## config.mk

```make
export PLATFORM = sky130hd
export DESIGN_NAME = pla_cfg_bank
export DESIGN_NICKNAME = d
export VERILOG_FILES = /design/src/logic/pla_pkg.sv /design/src/logic/pla_cfg_bank.sv
export SDC_FILE = /design/constraint.sdc
export NUM_CORES = 1
export LEC_CHECK = 0
export BUFFER_PORTS_ARGS = -buffer_cell sky130_fd_sc_hd__buf_2
export CAP_MARGIN = 20
export CELL_PAD_IN_SITES_DETAIL_PLACEMENT = 0
export CELL_PAD_IN_SITES_GLOBAL_PLACEMENT = 1
export CORE_UTILIZATION = 30
export CTS_CLUSTER_SIZE = 12
export DETAILED_ROUTE_END_ITERATION = 10
export PLACE_DENSITY = 0.76
export SLEW_MARGIN = 10
export SYNTH_ARGS = -nofsm -noshare
export SYNTH_HDL_FRONTEND = slang
export SYNTH_SLANG_ARGS = --single-unit
export TNS_END_PERCENT = 20
```

## constraint.sdc

```tcl
create_clock -name clk_i -period 4.45 [get_ports clk_i]
set_input_delay 0.6675 -clock clk_i [delete_from_list [all_inputs] [get_ports clk_i]]
set_output_delay 0.6675 -clock clk_i [all_outputs]
set_load 0.01 [all_outputs]
```

## src/logic/pla_pkg.sv

```systemverilog
// Package with constants and carrier types for the link status and AER bank.
package pla_pkg;

   // ----------------------------------------------------------------------
   // Configuration address layout and fixed offsets
   // ----------------------------------------------------------------------
   localparam int unsigned ADDR_RSVD_HI = 31; // Top of the reserved nibble.
   localparam int unsigned ADDR_RSVD_LO = 28;
   localparam int unsigned ADDR_EXT_HI = 27; // Bits 27:24, unused; the bank takes the extended offset from bits 11:8.
   localparam int unsigned ADDR_EXT_LO = 24;
   localparam int unsigned ADDR_OFF_HI = 11; // Offset within one function.
   localparam logic [11:0] LINK_DW_ADDR = 12'h0F0; // Dword holding 0xF2.
   localparam logic [11:0] LINK_STATUS_ADDR = 12'h0F2;
   localparam logic [11:0] AER_BASE = 12'h100;
   localparam logic [11:0] SERIAL_BASE = 12'h140;
   localparam logic [11:0] NEXT_NONE = 12'h000;

   // Offsets inside the error reporting capability.
   localparam logic [11:0] AER_HDR_OFF = 12'h000;
   localparam logic [11:0] AER_UFLAG_OFF = 12'h004;
   localparam logic [11:0] AER_UMASK_OFF = 12'h008;
   localparam logic [11:0] AER_USEV_OFF = 12'h00C;
   localparam logic [11:0] AER_CFLAG_OFF = 12'h010;
   localparam logic [11:0] AER_CMASK_OFF = 12'h014;
   localparam logic [11:0] AER_FIRST_OFF = 12'h018;
   localparam logic [11:0] AER_LOG0_OFF = 12'h01C;
   localparam logic [11:0] AER_LOG3_OFF = 12'h028;

   // ----------------------------------------------------------------------
   // Field values
   // ----------------------------------------------------------------------
   localparam logic [3:0] LINK_SPEED_2G5 = 4'h1;
   localparam logic [5:0] LINK_WIDTH_X1 = 6'h01;
   localparam logic [2:0] LINK_RSVD = 3'h0;
   localparam logic [15:0] AER_CAP_ID = 16'h0001;
   localparam logic [3:0] AER_CAP_VER = 4'h1;

   // Implemented bits and reset values of the error registers.
   localparam logic [31:0] UNC_IMPL = 32'h0017F010;
   localparam logic [31:0] UNC_MASK_RST = 32'h00000000;
   localparam logic [31:0] UNC_SEV_RST = 32'h00062010;
   localparam logic [31:0] COR_IMPL = 32'h000031C1;
   localparam logic [31:0] COR_MASK_RST = 32'h00002000;
   localparam logic [31:0] FLAGS_RST = 32'h00000000;
   localparam logic [4:0] FIRST_RST = 5'h00;
   localparam logic [127:0] LOG_RST = 128'h0;

   // ----------------------------------------------------------------------
   // Carriers
   // ----------------------------------------------------------------------
   typedef struct packed {
      logic valid;
      logic write;
      logic [31:0] addr;
      logic [3:0] be;
      logic [31:0] wdata;
   } pla_cfg_req_t;

   typedef struct packed {
      logic ack;
      logic [31:0] rdata;
   } pla_cfg_rsp_t;

   typedef struct packed {
      logic correctable;
      logic nonfatal;
      logic fatal;
   } pla_err_msg_t;

endpackage

```

## src/logic/pla_cfg_bank.sv

```systemverilog
// Configuration bank: link status register and the AER extended capability.
//
// Behaviour
// - Link status bits 3:0 report speed code 0001b, meaning 2.5 Gb/s.
// - Link status bits 9:4 report width code 000001b, a single lane.
// - Bit 10 latches a link training error; it clears only on reset.
// - Bit 11 follows the training input, registered one cycle late.
// - Bit 12 is loaded from the nonvolatile slot clock setting.
// - Link status is read-only; configuration writes change nothing.
// - Address bits 11:8 extend the decoded space to 4096 bytes.
// - Address bits 31:28 are reserved zero; nothing beyond 4096 decodes.
// - The first extended capability sits at offset 0x100.
// - Each capability header gives type, version and next pointer.
// - Error reporting at 0x100; no serial number capability is decoded, 0x140 reads zero.
// - Header bits 15:0 read the fixed error reporting capability ID.
// - Header bits 19:16 read the fixed capability version.
// - Header bits 31:20 read 0x140 when serial enabled, else zero.
// - Uncorrectable flags at 0x04 show each uncorrectable error source.
// - Uncorrectable mask at 0x08 suppresses error messages per source.
// - Uncorrectable severity at 0x0C selects fatal reporting per source.
// - Correctable flags at 0x10 show each correctable error source.
// - Correctable mask at 0x14 suppresses error messages per source.
// - Register 0x18 gives the bit position of the first uncorrectable error.
// - Registers 0x1C to 0x28 hold the header of the failing transaction.
// - Writing one clears a flag bit; other flag bits stay unchanged.
`timescale 1ns/100ps
module pla_cfg_bank (
   input wire logic clk_i,
   input wire logic reset_i,
   input wire pla_pkg::pla_cfg_req_t cfg_req_i,
   output pla_pkg::pla_cfg_rsp_t cfg_rsp_o,
   input wire logic train_err_i,
   input wire logic training_i,
   input wire logic nvm_slot_clk_i,
   input wire logic nvm_serial_en_i,
   input wire logic [31:0] unc_err_i,
   input wire logic [31:0] cor_err_i,
   input wire logic [127:0] err_hdr_i,
   output pla_pkg::pla_err_msg_t err_msg_o
);

   // ----------------------------------------------------------------------
   // Request decode
   // ----------------------------------------------------------------------
   logic addr_ok;
   logic [11:0] off;
   logic rd;
   logic wr;
   logic [31:0] bmask;

   // The offset is bits 11:0; bits 11:8 are its upper nibble in the
   // extended scheme, so 4096 bytes decode. Bus, device and function are
   // routing fields resolved upstream. A set reserved bit or a misaligned
   // dword makes the access unmapped: reads return zero, writes are lost.
   localparam int unsigned ADDR_EXT_HI_L = pla_pkg::ADDR_OFF_HI;
   localparam int unsigned ADDR_EXT_LO_L = 8;
   assign off = {cfg_req_i.addr[ADDR_EXT_HI_L:ADDR_EXT_LO_L],
                 cfg_req_i.addr[7:0]};
   assign addr_ok = (cfg_req_i.addr[pla_pkg::ADDR_RSVD_HI:
                                    pla_pkg::ADDR_RSVD_LO] == 4'h0)
                    && (cfg_req_i.addr[1:0] == 2'h0);
   assign rd = cfg_req_i.valid && !cfg_req_i.write && addr_ok;
   assign wr = cfg_req_i.valid && cfg_req_i.write && addr_ok;
   assign bmask = {{8{cfg_req_i.be[3]}}, {8{cfg_req_i.be[2]}},
                   {8{cfg_req_i.be[1]}}, {8{cfg_req_i.be[0]}}};

   // ----------------------------------------------------------------------
   // Link status state
   // ----------------------------------------------------------------------
   logic init_done_q, init_done_d;
   logic slot_clk_q, slot_clk_d;
   logic serial_en_q, serial_en_d;
   logic link_err_q, link_err_d;
   logic training_q, training_d;
   logic [15:0] link_status;

   // Nonvolatile settings are caught once, on the first edge after reset is
   // released, because a flop under reset may only load a constant.
   always_comb begin
      init_done_d = 1'b1;
      slot_clk_d = init_done_q ? slot_clk_q : nvm_slot_clk_i;
      serial_en_d = init_done_q ? serial_en_q : nvm_serial_en_i;
      link_err_d = link_err_q | train_err_i;
      training_d = training_i;
   end

   // No configuration write reaches these flops; the register is read-only.
   always_ff @(posedge clk_i) begin
      if (reset_i) begin
         init_done_q <= 1'b0;
         slot_clk_q <= 1'b0;
         serial_en_q <= 1'b0;
         link_err_q <= 1'b0;
         training_q <= 1'b0;
      end else begin
         init_done_q <= init_done_d;
         slot_clk_q <= slot_clk_d;
         serial_en_q <= serial_en_d;
         link_err_q <= link_err_d;
         training_q <= training_d;
      end
   end

   // Constant fields and live bits assembled into the 16-bit register.
   assign link_status = {pla_pkg::LINK_RSVD,
                         slot_clk_q, training_q, link_err_q,
                         pla_pkg::LINK_WIDTH_X1,
                         pla_pkg::LINK_SPEED_2G5};

   // ----------------------------------------------------------------------
   // Error reporting registers
   // ----------------------------------------------------------------------
   localparam logic [11:0] A_HDR =
      pla_pkg::AER_BASE + pla_pkg::AER_HDR_OFF;
   localparam logic [11:0] A_UFLAG =
      pla_pkg::AER_BASE + pla_pkg::AER_UFLAG_OFF;
   localparam logic [11:0] A_UMASK =
      pla_pkg::AER_BASE + pla_pkg::AER_UMASK_OFF;
   localparam logic [11:0] A_USEV =
      pla_pkg::AER_BASE + pla_pkg::AER_USEV_OFF;
   localparam logic [11:0] A_CFLAG =
      pla_pkg::AER_BASE + pla_pkg::AER_CFLAG_OFF;
   localparam logic [11:0] A_CMASK =
      pla_pkg::AER_BASE + pla_pkg::AER_CMASK_OFF;
   localparam logic [11:0] A_FIRST =
      pla_pkg::AER_BASE + pla_pkg::AER_FIRST_OFF;
   localparam logic [11:0] A_LOG0 =
      pla_pkg::AER_BASE + pla_pkg::AER_LOG0_OFF;
   localparam logic [11:0] A_LOG3 =
      pla_pkg::AER_BASE + pla_pkg::AER_LOG3_OFF;

   logic [31:0] uflag_q, uflag_d;
   logic [31:0] umask_q, umask_d;
   logic [31:0] usev_q, usev_d;
   logic [31:0] cflag_q, cflag_d;
   logic [31:0] cmask_q, cmask_d;
   logic [4:0] first_q, first_d;
   logic first_vld_q, first_vld_d;
   logic [127:0] log_q, log_d;
   logic [31:0] uset;
   logic [31:0] cset;
   logic [31:0] uclr;
   logic [31:0] cclr;
   pla_pkg::pla_err_msg_t msg_d;
   pla_pkg::pla_err_msg_t msg_q;

   assign uset = unc_err_i & pla_pkg::UNC_IMPL;
   assign cset = cor_err_i & pla_pkg::COR_IMPL;
   assign uclr = (wr && off == A_UFLAG) ? (cfg_req_i.wdata & bmask) : 32'h0;
   assign cclr = (wr && off == A_CFLAG) ? (cfg_req_i.wdata & bmask) : 32'h0;

   // Each flag bit: a new event wins over a clear landing in the same cycle,
   // so an error is never lost to a racing software clear.
   genvar gi;
   generate
      for (gi = 0; gi < 32; gi++) begin : g_flag
         assign uflag_d[gi] = uset[gi]
            | (uflag_q[gi] & ~uclr[gi]);
         assign cflag_d[gi] = cset[gi]
            | (cflag_q[gi] & ~cclr[gi]);
      end
   endgenerate

   // Masks, severity, first error pointer, header log and messages.
   always_comb begin
      umask_d = umask_q;
      usev_d = usev_q;
      cmask_d = cmask_q;
      first_d = first_q;
      first_vld_d = first_vld_q;
      log_d = log_q;
      if (wr && off == A_UMASK) begin
         umask_d = ((umask_q & ~bmask) | (cfg_req_i.wdata & bmask))
                   & pla_pkg::UNC_IMPL;
      end
      if (wr && off == A_USEV) begin
         usev_d = ((usev_q & ~bmask) | (cfg_req_i.wdata & bmask))
                  & pla_pkg::UNC_IMPL;
      end
      if (wr && off == A_CMASK) begin
         cmask_d = ((cmask_q & ~bmask) | (cfg_req_i.wdata & bmask))
                   & pla_pkg::COR_IMPL;
      end
      // The pointer is released once software clears the bit it names.
      if (first_vld_q && !uflag_d[first_q]) begin
         first_vld_d = 1'b0;
      end
      // The lowest numbered new error wins a tie; the log follows it.
      if (!first_vld_q && uset != 32'h0) begin
         first_vld_d = 1'b1;
         log_d = err_hdr_i;
         for (int i = 31; i >= 0; i--) begin
            if (uset[i]) begin
               first_d = 5'(i);
            end
         end
      end
      msg_d.fatal = |(uset & ~umask_q & usev_q);
      msg_d.nonfatal = |(uset & ~umask_q & ~usev_q);
      msg_d.correctable = |(cset & ~cmask_q);
   end

   // Register the error bank.
   always_ff @(posedge clk_i) begin
      if (reset_i) begin
         uflag_q <= pla_pkg::FLAGS_RST;
         umask_q <= pla_pkg::UNC_MASK_RST;
         usev_q <= pla_pkg::UNC_SEV_RST;
         cflag_q <= pla_pkg::FLAGS_RST;
         cmask_q <= pla_pkg::COR_MASK_RST;
         first_q <= pla_pkg::FIRST_RST;
         first_vld_q <= 1'b0;
         log_q <= pla_pkg::LOG_RST;
         msg_q <= '0;
      end else begin
         uflag_q <= uflag_d;
         umask_q <= umask_d;
         usev_q <= usev_d;
         cflag_q <= cflag_d;
         cmask_q <= cmask_d;
         first_q <= first_d;
         first_vld_q <= first_vld_d;
         log_q <= log_d;
         msg_q <= msg_d;
      end
   end

   assign err_msg_o = msg_q;

   // ----------------------------------------------------------------------
   // Read mux and response
   // ----------------------------------------------------------------------
   logic [11:0] next_ptr;
   pla_pkg::pla_cfg_rsp_t rsp_q, rsp_d;

   assign next_ptr = serial_en_q ? pla_pkg::SERIAL_BASE
                                 : pla_pkg::NEXT_NONE;

   // Every taken request is answered one cycle later; unmapped reads give 0.
   always_comb begin
      rsp_d.ack = cfg_req_i.valid;
      rsp_d.rdata = 32'h0;
      if (rd) begin
         case (off)
            pla_pkg::LINK_DW_ADDR: rsp_d.rdata = {link_status, 16'h0};
            A_HDR: rsp_d.rdata = {next_ptr, pla_pkg::AER_CAP_VER,
                                  pla_pkg::AER_CAP_ID};
            A_UFLAG: rsp_d.rdata = uflag_q;
            A_UMASK: rsp_d.rdata = umask_q;
            A_USEV: rsp_d.rdata = usev_q;
            A_CFLAG: rsp_d.rdata = cflag_q;
            A_CMASK: rsp_d.rdata = cmask_q;
            A_FIRST: rsp_d.rdata = {27'h0, first_q};
            A_LOG0: rsp_d.rdata = log_q[31:0];
            A_LOG0 + 12'h004: rsp_d.rdata = log_q[63:32];
            A_LOG0 + 12'h008: rsp_d.rdata = log_q[95:64];
            A_LOG3: rsp_d.rdata = log_q[127:96];
            default: rsp_d.rdata = 32'h0;
         endcase
      end
   end

   // Register the answer so that read data leaves from flops.
   always_ff @(posedge clk_i) begin
      if (reset_i) begin
         rsp_q <= '0;
      end else begin
         rsp_q <= rsp_d;
      end
   end

   assign cfg_rsp_o = rsp_q;

   // ----------------------------------------------------------------------
   // Assertions
   // ----------------------------------------------------------------------
   property p_link_const;
      @(posedge clk_i) disable iff (reset_i)
      (rd && off == pla_pkg::LINK_DW_ADDR) |=>
         cfg_rsp_o.ack && cfg_rsp_o.rdata[19:16] == 4'h1
         && cfg_rsp_o.rdata[25:20] == 6'h01;
   endproperty
   a_link_const: assert property (p_link_const)
      else $error("Link speed or width field wrong.");

   property p_train_err;
      @(posedge clk_i) disable iff (reset_i)
      train_err_i |=> link_err_q [*3];
   endproperty
   a_train_err: assert property (p_train_err)
      else $error("Training error bit not held.");

   // Reset must clear the sticky bit, so no disable clause here.
   property p_err_reset;
      @(posedge clk_i) reset_i |=> !link_err_q;
   endproperty
   a_err_reset: assert property (p_err_reset)
      else $error("Training error bit survived reset.");

   property p_training;
      @(posedge clk_i) disable iff (reset_i)
      ##1 link_status[11] == $past(training_i);
   endproperty
   a_training: assert property (p_training)
      else $error("Training bit does not follow training state.");

   property p_slot;
      @(posedge clk_i) disable iff (reset_i)
      $rose(init_done_q) |-> slot_clk_q == $past(nvm_slot_clk_i)
         ##1 $stable(slot_clk_q);
   endproperty
   a_slot: assert property (p_slot)
      else $error("Slot clock bit not loaded from setting.");

   property p_link_ro;
      @(posedge clk_i) disable iff (reset_i)
      (wr && off == pla_pkg::LINK_DW_ADDR && !train_err_i) |=>
         $stable(link_err_q) && link_status[15:13] == 3'h0;
   endproperty
   a_link_ro: assert property (p_link_ro)
      else $error("Write altered the link status register.");

   property p_rsvd_addr;
      @(posedge clk_i) disable iff (reset_i)
      (cfg_req_i.valid && cfg_req_i.addr[31:28] != 4'h0) |=>
         cfg_rsp_o.ack && cfg_rsp_o.rdata == 32'h0;
   endproperty
   a_rsvd_addr: assert property (p_rsvd_addr)
      else $error("Access above 4096 bytes was decoded.");

   property p_cap_hdr;
      @(posedge clk_i) disable iff (reset_i)
      (rd && off == pla_pkg::AER_BASE) |=>
         cfg_rsp_o.rdata[19:0] == 20'h10001
         && cfg_rsp_o.rdata[31:20] == (serial_en_q ? 12'h140 : 12'h000);
   endproperty
   a_cap_hdr: assert property (p_cap_hdr)
      else $error("Capability header reads wrong.");

   property p_w1c;
      @(posedge clk_i) disable iff (reset_i)
      (uclr[12] && !uset[12]) |=> !uflag_q[12];
   endproperty
   a_w1c: assert property (p_w1c)
      else $error("Write of one did not clear the flag.");

   property p_set_wins;
      @(posedge clk_i) disable iff (reset_i)
      uset[4] |=> uflag_q[4];
   endproperty
   a_set_wins: assert property (p_set_wins)
      else $error("Uncorrectable event lost.");

   property p_msg;
      @(posedge clk_i) disable iff (reset_i)
      (uset[4] && !umask_q[4]) |=>
         ($past(usev_q[4]) ? err_msg_o.fatal : err_msg_o.nonfatal);
   endproperty
   a_msg: assert property (p_msg)
      else $error("Unmasked error sent no message.");

   // A full-width mask write lands, cut to the implemented sources.
   property p_umask_wr;
      @(posedge clk_i) disable iff (reset_i)
      (wr && off == A_UMASK && cfg_req_i.be == 4'hF) |=>
         umask_q == ($past(cfg_req_i.wdata) & pla_pkg::UNC_IMPL);
   endproperty
   a_umask_wr: assert property (p_umask_wr)
      else $error("Mask write did not land.");

   property p_first;
      @(posedge clk_i) disable iff (reset_i)
      (!first_vld_q && uset[12] && uset[11:0] == 12'h000) |=> first_vld_q
         && first_q == 5'h0C;
   endproperty
   a_first: assert property (p_first)
      else $error("First error pointer not recorded.");

endmodule

```

==> results.md, run 1 <==
- Status: completed
- Critical Path Sink Type: flop
- Commonest non-fill, non-tap cells in the layout: 311 x nand2_1, 263 x dfxtp_1, 237 x buf_2
- Layout cell share with drive strength beyond 1: a little over a fifth
- Final hold violation count: 0
- Relative slew slack: 27.2%
- Wirelength per Cell: 21.3 um
- DP HPWL: 29.1 mm
- # Max-Cap Violations: 0
- Total power: between 5000 and 6000 uW
- Fin crit period: between 3 and 4 ns
- Initial Utilization: between 30% and 40%
- Vias: around 11000
- Postcts setup bufs: 0
- Area grow syn2layout: 25.0%
- Power Density: 420 nW/um^2
- First-pass GRT wire length: around 62 mm
- RSZ-0062 raised after global routing: no
- Total clock sinks: 263
- Num CTS Buffers: 30
- # hold bufs at CTS: 0
- Sequential fraction of the synthesis area: between 40 and 50%
- Cell area after placement: 12300 um^2
- Worst hold path type: in -> reg
- Total Routing Usage GR: 22.5%
- Buffers on Ports: 238
- # fillers: 3549
- Hold Crit Depth: 3
- Initial antenna violation count: 9
- CP Data Arrival Time: 3.59 ns
- Max-slew violation count: 0
- CTS max path bufs: 3
- Largest net degree at the start of global routing: 97
- Yosys warns: 0
- Worst-path clk slew: 0.06 ns
- Core area: 34800 um^2
- Vias in the first global route: 9951
- Clock Skews: between 0.015 and 0.02 ns
- Post-synth EDFFs: 0
- WS Path Type: in -> reg
- Type of origin of the critical path: input pin
- Drc violations: 0
- Static Leakage: 0.00536 uW
- CTS Root Cell: clkbuf_16
- FMAX: 314 MHz
- Clk_lat worst skew: 0.56 ns
- Routability Congestion: 0.876
- Commonest non-fill, non-tap cell in the layout: nand2_1
- Post-Syn Area per Cell: 8.30 um^2
- Synth Register Bits: 263
- DR iter-0 viols: 1300
- Max rail drop VDD: 0.000314 V
- Via density: roughly 5.4
- Routed wire length: 41.7 mm
- GRT overflow: 0
- Rows: 68
- TritonRoute pass-1 iters: 9
- Ys async rst share: 0%
- Design Area, Final: roughly 13000 um^2
- Cells after DPL: between 1500 and 2000
- # IOs: 304
- Slew @ Worst Pin: about 1.1 ns
- Final setup fails: 0
- Final setup margin: 1.27 ns
- Cells on worst reg2reg path: 6
- Die H: 191 um
- Post-Syn Area: around 11000 um^2
- Full die area: 36300 um^2
- Setup TNS Final: 0 ns
- CTS tree: done
- Final net count: 1747
- Post-Synthesis Net Count: 1552
- Post-Syn Instances: 1284
- Fin cells: 1957
- Die Span X: ~190 um
- Library cells used by synthesis: 55
- H-tree levels: 1
- Worst slack at placement: 0.928 ns
- Critical Path RT: between 4 and 5 ns
- Critical path peak fanout: 12
- Top FF cell, synth: dfxtp_1
- Final period util: 71.5%
- Post-CTS sizing: 0
- Routed Antenna Nets: 0
per-layer routing:
layer	wire, um	global-route usage (%)
met1	19600	33.1
met2	17100	32.0
met3	4070	5.72
met4	855	5.85
met5	88	0
flip-flops by register name (all words and copies together), names as in the netlist, named ones only:
| register | flops |
|---|---|
| first_q | 5 |
| init_done_q | 1 |
| link_err_q | 1 |
| uflag_q | 32 |
| training_q | 1 |
| first_vld_q | 1 |
| serial_en_q | 1 |
| err_msg_o | 3 |
| log_q | 128 |
| cflag_q | 32 |
| slot_clk_q | 1 |
| cfg_rsp_o | 33 |
power breakdown:
group          total [uW]  internal [uW]  switching, uW
Combinational         501            180            322
Clock                2530           1520           1010
Sequential           2560           2470           88.3
worst paths after layout:
check / startpoint / end / slack (ns)
max: cfg_req_i[37] / first_vld_q / 1.27
min: err_hdr_i[2] / log_q[2] / 0.34
max reg2reg: first_q[1] / first_vld_q / 1.75
min reg2reg: log_q[68] / log_q[68] / 0.45
cell families (layout without fill, tap and decap cells):
group / Yosys count / in the layout / share of synthesized area [%]
buffers and inverters: 116 / 332 / 4.32
multiplexers: 26 / 26 / 2.44
AO/OA/AOI/OAI: 339 / 339 / 21.1
AND/OR/NAND/NOR: 540 / 540 / 22.8
other: 0 / 2 / 0
flip-flops: 263 / 263 / 49.4
worst max-delay path: stages:
cell and delay, ns:
buf_2 0.12, nor4bb_1 0.65, nand2_1 0.63, o311a_1 0.53, nor4_1 0.27, a311oi_1 0.10
a311oi_1 0.47, o22ai_1 0.15
synthesized netlist by cell type, drive strengths merged (6+ instances only):
cell / instances / area share (%)
a22oi: 36 / 2.5
dfxtp: 263 / 49
nand4: 15 / 0.88
clkbuf: 92 / 3.2
a311oi: 6 / 0.49
nor4: 8 / 0.47
a21oi: 146 / 6.9
nor2: 75 / 2.7
o21ai: 16 / 0.75
inv: 13 / 0.46
a222oi: 32 / 3.0
a22o: 10 / 0.82
a221oi: 11 / 0.90
buf: 11 / 0.62
nand3: 44 / 2.1
o211ai: 10 / 0.70
mux2i: 26 / 2.4
nor3b: 8 / 0.56
nand3b: 13 / 0.92
a31oi: 37 / 2.2
and3: 34 / 2.0
nand2: 312 / 11
nor3: 7 / 0.38
layout make-up:
cell class	count	area (um^2)	area share (%)
well taps	455	569	4.27
repair buffers	266	1450	10.8
clock buffers	42	907	6.81
flip-flops and latches	263	5270	39.5
inverters	13	48.8	0.366
multi-input cells	905	4980	37.3
diodes	2	5.00	0.0375
clock inverters	11	111	0.835
per-stage QoR:
step / utilization, % / hold slack, ns
after floorplan: - / 0.434
after global placement: 35.4 / 0.444
after detailed placement: 35.4 / 0.446
after CTS: 38.3 / 0.332
after global routing: 38.3 / 0.340
final: 38.3 / 0.336
(Power assumes the default switching activity.)
==> run 2, diff against run 1 <==
--- a/config.mk
+++ b/config.mk
@@ -12,7 +12,7 @@
 export CORE_UTILIZATION = 30
 export CTS_CLUSTER_SIZE = 12
 export DETAILED_ROUTE_END_ITERATION = 10
-export PLACE_DENSITY = 0.76
+export PLACE_DENSITY = 0.78
 export SLEW_MARGIN = 10
 export SYNTH_ARGS = -nofsm -noshare
 export SYNTH_HDL_FRONTEND = slang
==> constraint.sdc (replaced) <==
create_clock -name clk_i -period 2.8 [get_ports clk_i]
set_input_delay 0.42 -clock clk_i [delete_from_list [all_inputs] [get_ports clk_i]]
set_output_delay 0.42 -clock clk_i [all_outputs]
set_load 0.01 [all_outputs]
==> run 2 against run 1 <==
Net effect:
- critical path depth is 2 higher
- first-iteration DRC count is 26% lower
- cell count is 1.0% higher
- global-route usage is 0.32 points lower
- hold slack worse by 0.25 ns
- routed wire length is 1.5% lower
- via count is 0.79% higher
- final area is 1.6% higher
- die area stayed put
- combinational power is 63% higher
- sequential power is 59% higher
- core utilization is 0.62 points higher
- critical path type unchanged
- largest cell class unchanged
==> results.md, run 2 (same netlist as run 1, synthesis figures left out) <==
- Net switching power figure: between 2000 and 2500 uW
- Internal: 6710 uW
- Post-layout utilization of the core: 38.9%
- Final setup fails: 0
- Vias in the first global route: 10100
- Drc violations: 0
- Fin cells: 1977
- TritonRoute pass-1 iters: 6
- WS Path Type: in -> reg
- Slew @ Worst Pin: 0.770 ns
- Reg with most FFs: log_q
- Rows: 68
- Max rail drop VDD: 0.000604 V
- Hold Crit Depth: 3
- Logic pwr share: under 10%
- Relative slew slack: 48.6%
- Critical path peak fanout: 12
- Full die area: 36300 um^2
- Critical Path Sink Type: flop
- Type of origin of the critical path: input pin
- Met1 usage: 32.3%
- Power Density: 660 nW/um^2
- Via density: about 5.4
- Cells after DPL: 1921
- FMAX: between 400 and 500 MHz
- Total power: 8930 uW
- Area grow syn2layout: 27.0%
- H-tree levels: 1
- Max-slew violation count: 0
- Fin crit period: about 2.4 ns
- Status: completed
- Die Span X: around 190 um
- Num CTS Buffers: 30
- CTS max path bufs: 3
- # IOs: 304
- Worst hold path type: in -> reg
- Met3 Usage GRT: 4.67%
- CTS tree: done
- Number of flip-flops under the largest register name: 128
- Routability Congestion: 0.861
- Routed Antenna Nets: 0
- DR iter-0 viols: 964
- Final net count: 1766
- Final period util: 85.1%
- RSZ-0062 raised after global routing: no
- Clock Skews: between 0.01 and 0.015 ns
- Clk network pwr share: a little under half
- Global route hottest layer: met2
- Postcts setup bufs: 0
- Commonest non-fill, non-tap cells in the layout: 311 x nand2_1, 263 x dfxtp_1, 237 x buf_2
- Initial antenna violation count: 9
- Total Routing Usage GR: 22.1%
- Total clock sinks: 263
- Initial Utilization: 30.6%
- Worst-path clk slew: ~0.06 ns
- Wirelength per Cell: 20.8 um
- Cell area after placement: between 10000 and 15000 um^2
- Routing usage on met2: 32.9%
- Design Area, Final: 13500 um^2
- Final hold violation count: 0
- Critical Path RT: between 3 and 4 ns
- Commonest non-fill, non-tap cell in the layout: nand2_1
- Buffers on Ports: 238
- Die H: about 190 um
- Static Leakage: 0.00548 uW
- Layout cell share with drive strength beyond 1: 22.7%
- Largest net degree at the start of global routing: 168
- Cells on worst reg2reg path: 6
- # Max-Cap Violations: 0
- Core area: 34800 um^2
- CP Data Arrival Time: 2.79 ns
- First-pass GRT wire length: 61.2 mm
- CTS Root Cell: clkbuf_16
- Clk_lat worst skew: approximately 0.55 ns
- GRT overflow: 0
- Routed wire length: 41.1 mm
- Post-CTS sizing: 0
- Vias: 10600
- Flop pwr share: 45.5%
- DP HPWL: 29.0 mm
- # hold bufs at CTS: 0
- Switching share of total power: 24.9%
run 2: changes by cell type in the layout (fill, tap and decap cells not counted), moves of 2 or more:
cell / change
clkbuf_1: +2
buf_12: +6
bufinv_16: +2
diode_2: +2
buf_4: +13
clkinv_4: +2
clkbuf_8: -5
run 2: power groups by stage:
| stage | clock network, uW | logic, uW | registers (uW) |
|---|---|---|---|
| after detailed placement | 0 | 822 | 4140 |
| after global routing | 4280 | 908 | 4080 |
| final | 4050 | 817 | 4060 |
| after floorplan | 0 | 455 | 4080 |
| after global placement | 0 | 813 | 4140 |
| after CTS | 4110 | 825 | 4060 |
run 2: per-layer routing:
| metal | vias to the layer above | wire length, um |
|---|---|---|
| met1 | 5075 | 19100 |
| li1 | 5038 | - |
| met4 | 8 | 916 |
| met2 | 439 | 17500 |
| met3 | 63 | 3470 |
| met5 | - | 53 |
run 2: area by class of cell:
type                            count  area [um^2]
Clock inverter                     13          173
Antenna cell                        4         10.0
Multi-Input combinational cell    905         4970
Timing Repair Buffer              285         1660
Tap cell                          455          569
Sequential cell                   263         5270
Clock buffer                       39          846
Inverter                           13         48.8
Fill cell                        3553        21300
run 2: worst max-delay path, cell delays in order:
cell      delay [ns]
buf_2           0.13
nor4_1          0.38
buf_4           0.20
nand4_1         0.13
buf_4           0.24
o32ai_1         0.47
a22o_1          0.23
o31ai_1         0.07
a311oi_1        0.38
o22ai_1         0.13
run 2: path summary, 6_finish.rpt:
kind                      start  slack, ns          end
hold reg to reg       log_q[63]       0.45    log_q[63]
setup reg to reg     first_q[0]       0.61  first_vld_q
setup / recovery  cfg_req_i[41]       0.42  first_vld_q
hold / removal      train_err_i       0.09   link_err_q
run 2: through the flow:
step	hold WS [ns]	setup slack, ns	TNS (ns)
after floorplan	0.434	0.325	0
after global placement	0.444	-0.0657	-0.0657
after detailed placement	0.447	-0.0724	-0.0724
after CTS	0.0744	0.482	0
after global routing	0.0861	0.302	0
final	0.0870	0.416	0
==> run 3, diff against run 2 <==
--- a/config.mk
+++ b/config.mk
@@ -12,7 +12,7 @@
 export CORE_UTILIZATION = 30
 export CTS_CLUSTER_SIZE = 12
 export DETAILED_ROUTE_END_ITERATION = 10
-export PLACE_DENSITY = 0.78
+export PLACE_DENSITY = 0.76
 export SLEW_MARGIN = 10
 export SYNTH_ARGS = -nofsm -noshare
 export SYNTH_HDL_FRONTEND = slang
==> constraint.sdc (replaced) <==
create_clock -name clk_i -period 2.9 [get_ports clk_i]
set_input_delay 0.435 -clock clk_i [delete_from_list [all_inputs] [get_ports clk_i]]
set_output_delay 0.435 -clock clk_i [all_outputs]
set_load 0.01 [all_outputs]
==> run 3 against run 2 <==
Net effect:
- clock power fell by 9.4%
- hold slack improved by 0.031 ns
- combinational power barely moved
- sequential power fell by 3%
- critical path depth did not move
- non-clock buffer count rose by 5
- critical endpoint unchanged
- cell count rose by 0.20%
==> results.md, run 3 (same netlist as run 1, synthesis figures left out) <==
- Number of flip-flops under the largest register name: 128
- Static Leakage: roughly 0.0055 uW
- First-pass GRT wire length: 61.8 mm
- Critical path's slowest cell: a311oi_1
- Commonest non-fill, non-tap cell in the layout: nand2_1
- GRT overflow: 0
- Relative slew slack: 49.8%
- Hold slack: roughly 0.12 ns
- Post-CTS sizing: 0
- Crit path max-delay family: compound AO/OA/AOI/OAI gates
- TritonRoute pass-1 iters: 8
- Final period util: 84.6%
- Full die area: between 30000 and 40000 um^2
- Max rail drop VDD: 0.000392 V
- Fin crit period: approximately 2.5 ns
- WS Path Type: in -> reg
- Final setup margin: 0.446 ns
- Final hold violation count: 0
- # fillers: 3617
- Setup TNS Final: 0 ns
- Worst slack at placement: -0.0454 ns
- Worst hold path type: in -> reg
- Routed wire length: approximately 42 mm
- Die H: 191 um
- WP buf/inv: 3
- Via density: approximately 5.4
- # IOs: 304
- Routing usage on met2: 31.9%
- Total clock sinks: 263
- Met1 usage: approximately 33%
- Max-slew violation count: 0
- Rows: between 60 and 70
- Clk_lat worst skew: 0.54 ns
- Total power: 8410 uW
- Power Density: 621 nW/um^2
- Total Routing Usage GR: 22.6%
- DP HPWL: 29.9 mm
- Core area: 34800 um^2
- Slew @ Worst Pin: around 0.75 ns
- Routed Antenna Nets: 0
- CP Cell Sequence: buf_2 > nor4_1 > buf_4 > nand4_1 > buf_12 > o311a_1 > nor4_1 > a311oi_1 > a311oi_1 > o22ai_1
- RSZ-0062 raised after global routing: no
- Final net count: 1770
- Vias: 10700
- # Max-Cap Violations: 0
- Global route hottest layer: met1
- Initial Utilization: 30.6%
- CP Data Arrival Time: 2.86 ns
- Critical path peak fanout: 12
- CTS tree: done
- Clock Skews: 0.00515 ns
- Drc violations: 0
- Buffers on Ports: 238
- FMAX: approximately 400 MHz
- CTS Root Cell: clkbuf_16
- Met3 Usage GRT: 6.51%
- Postcts setup bufs: 0
- Worst path max stage delay: 0.44 ns
- Critical Path Sink Type: flop
- Critical Path RT: 3.31 ns
- Routability Congestion: 0.885
- Num CTS Buffers: 29
- H-tree levels: 1
- Worst-path clk slew: 0.06 ns
- Die Span X: 191 um
- Initial antenna violation count: 9
- Largest net degree at the start of global routing: 125
- Reg with most FFs: log_q
- CTS max path bufs: 3
- Wirelength per Cell: 21.2 um
- Worst R2R Setup Slack: 0.76 ns
- Final setup fails: 0
- Area grow syn2layout: 27.0%
- # hold bufs at CTS: 0
- Layout cell share with drive strength beyond 1: 22.7%
- Status: completed
- Type of origin of the critical path: input pin
- DR iter-0 viols: between 1000 and 1500
- Commonest non-fill, non-tap cells in the layout: 311 x nand2_1, 263 x dfxtp_1, 237 x buf_2
- Vias in the first global route: 10000
[run 3: final timing paths]
check	startpoint	end	depth (start not counted)
setup reg to reg	first_q[0]	first_vld_q	6
setup / recovery	cfg_req_i[40]	first_vld_q	10
hold / removal	train_err_i	link_err_q	3
hold reg to reg	log_q[3]	log_q[3]	2
[run 3: routing by layer]
| metal | vias to the layer above | share of wire [%] |
|---|---|---|
| met3 | 93 | 9.9 |
| met1 | 5064 | 46 |
| met5 | - | 0.16 |
| li1 | 5055 | - |
| met2 | 497 | 41 |
| met4 | 10 | 2.8 |
[run 3: final cells by class]
type | count | area, um^2 | area share, %
multi-input cells | 905 | 4970 | 36.7
clock inverters | 10 | 128 | 0.943
flip-flops and latches | 263 | 5270 | 38.9
diodes | 6 | 15.0 | 0.111
clock buffers | 39 | 803 | 5.93
repair buffers | 290 | 1740 | 12.8
inverters | 13 | 48.8 | 0.360
well taps | 455 | 569 | 4.21
[run 3: tightest hold or removal path, stage by stage]
cell,delay [ns]
buf_2,0.09
nor2_1,0.04
nor2_1,0.07
[run 3: power by group]
part	internal [uW]	switching, uW
registers	3800	131
clock network	2180	1480
logic	310	507
[run 3: stage by stage]
stage          cell area (um^2)  util [%]  cells
4_1_cts                   13500      38.9   1975
3_3_place_gp              12600      36.2   1926
2_1_floorplan             10700         -   1284
5_1_grt                   13500      38.9   1976
6_report                  13500      38.9   1981
3_5_place_dp              12600      36.2   1926
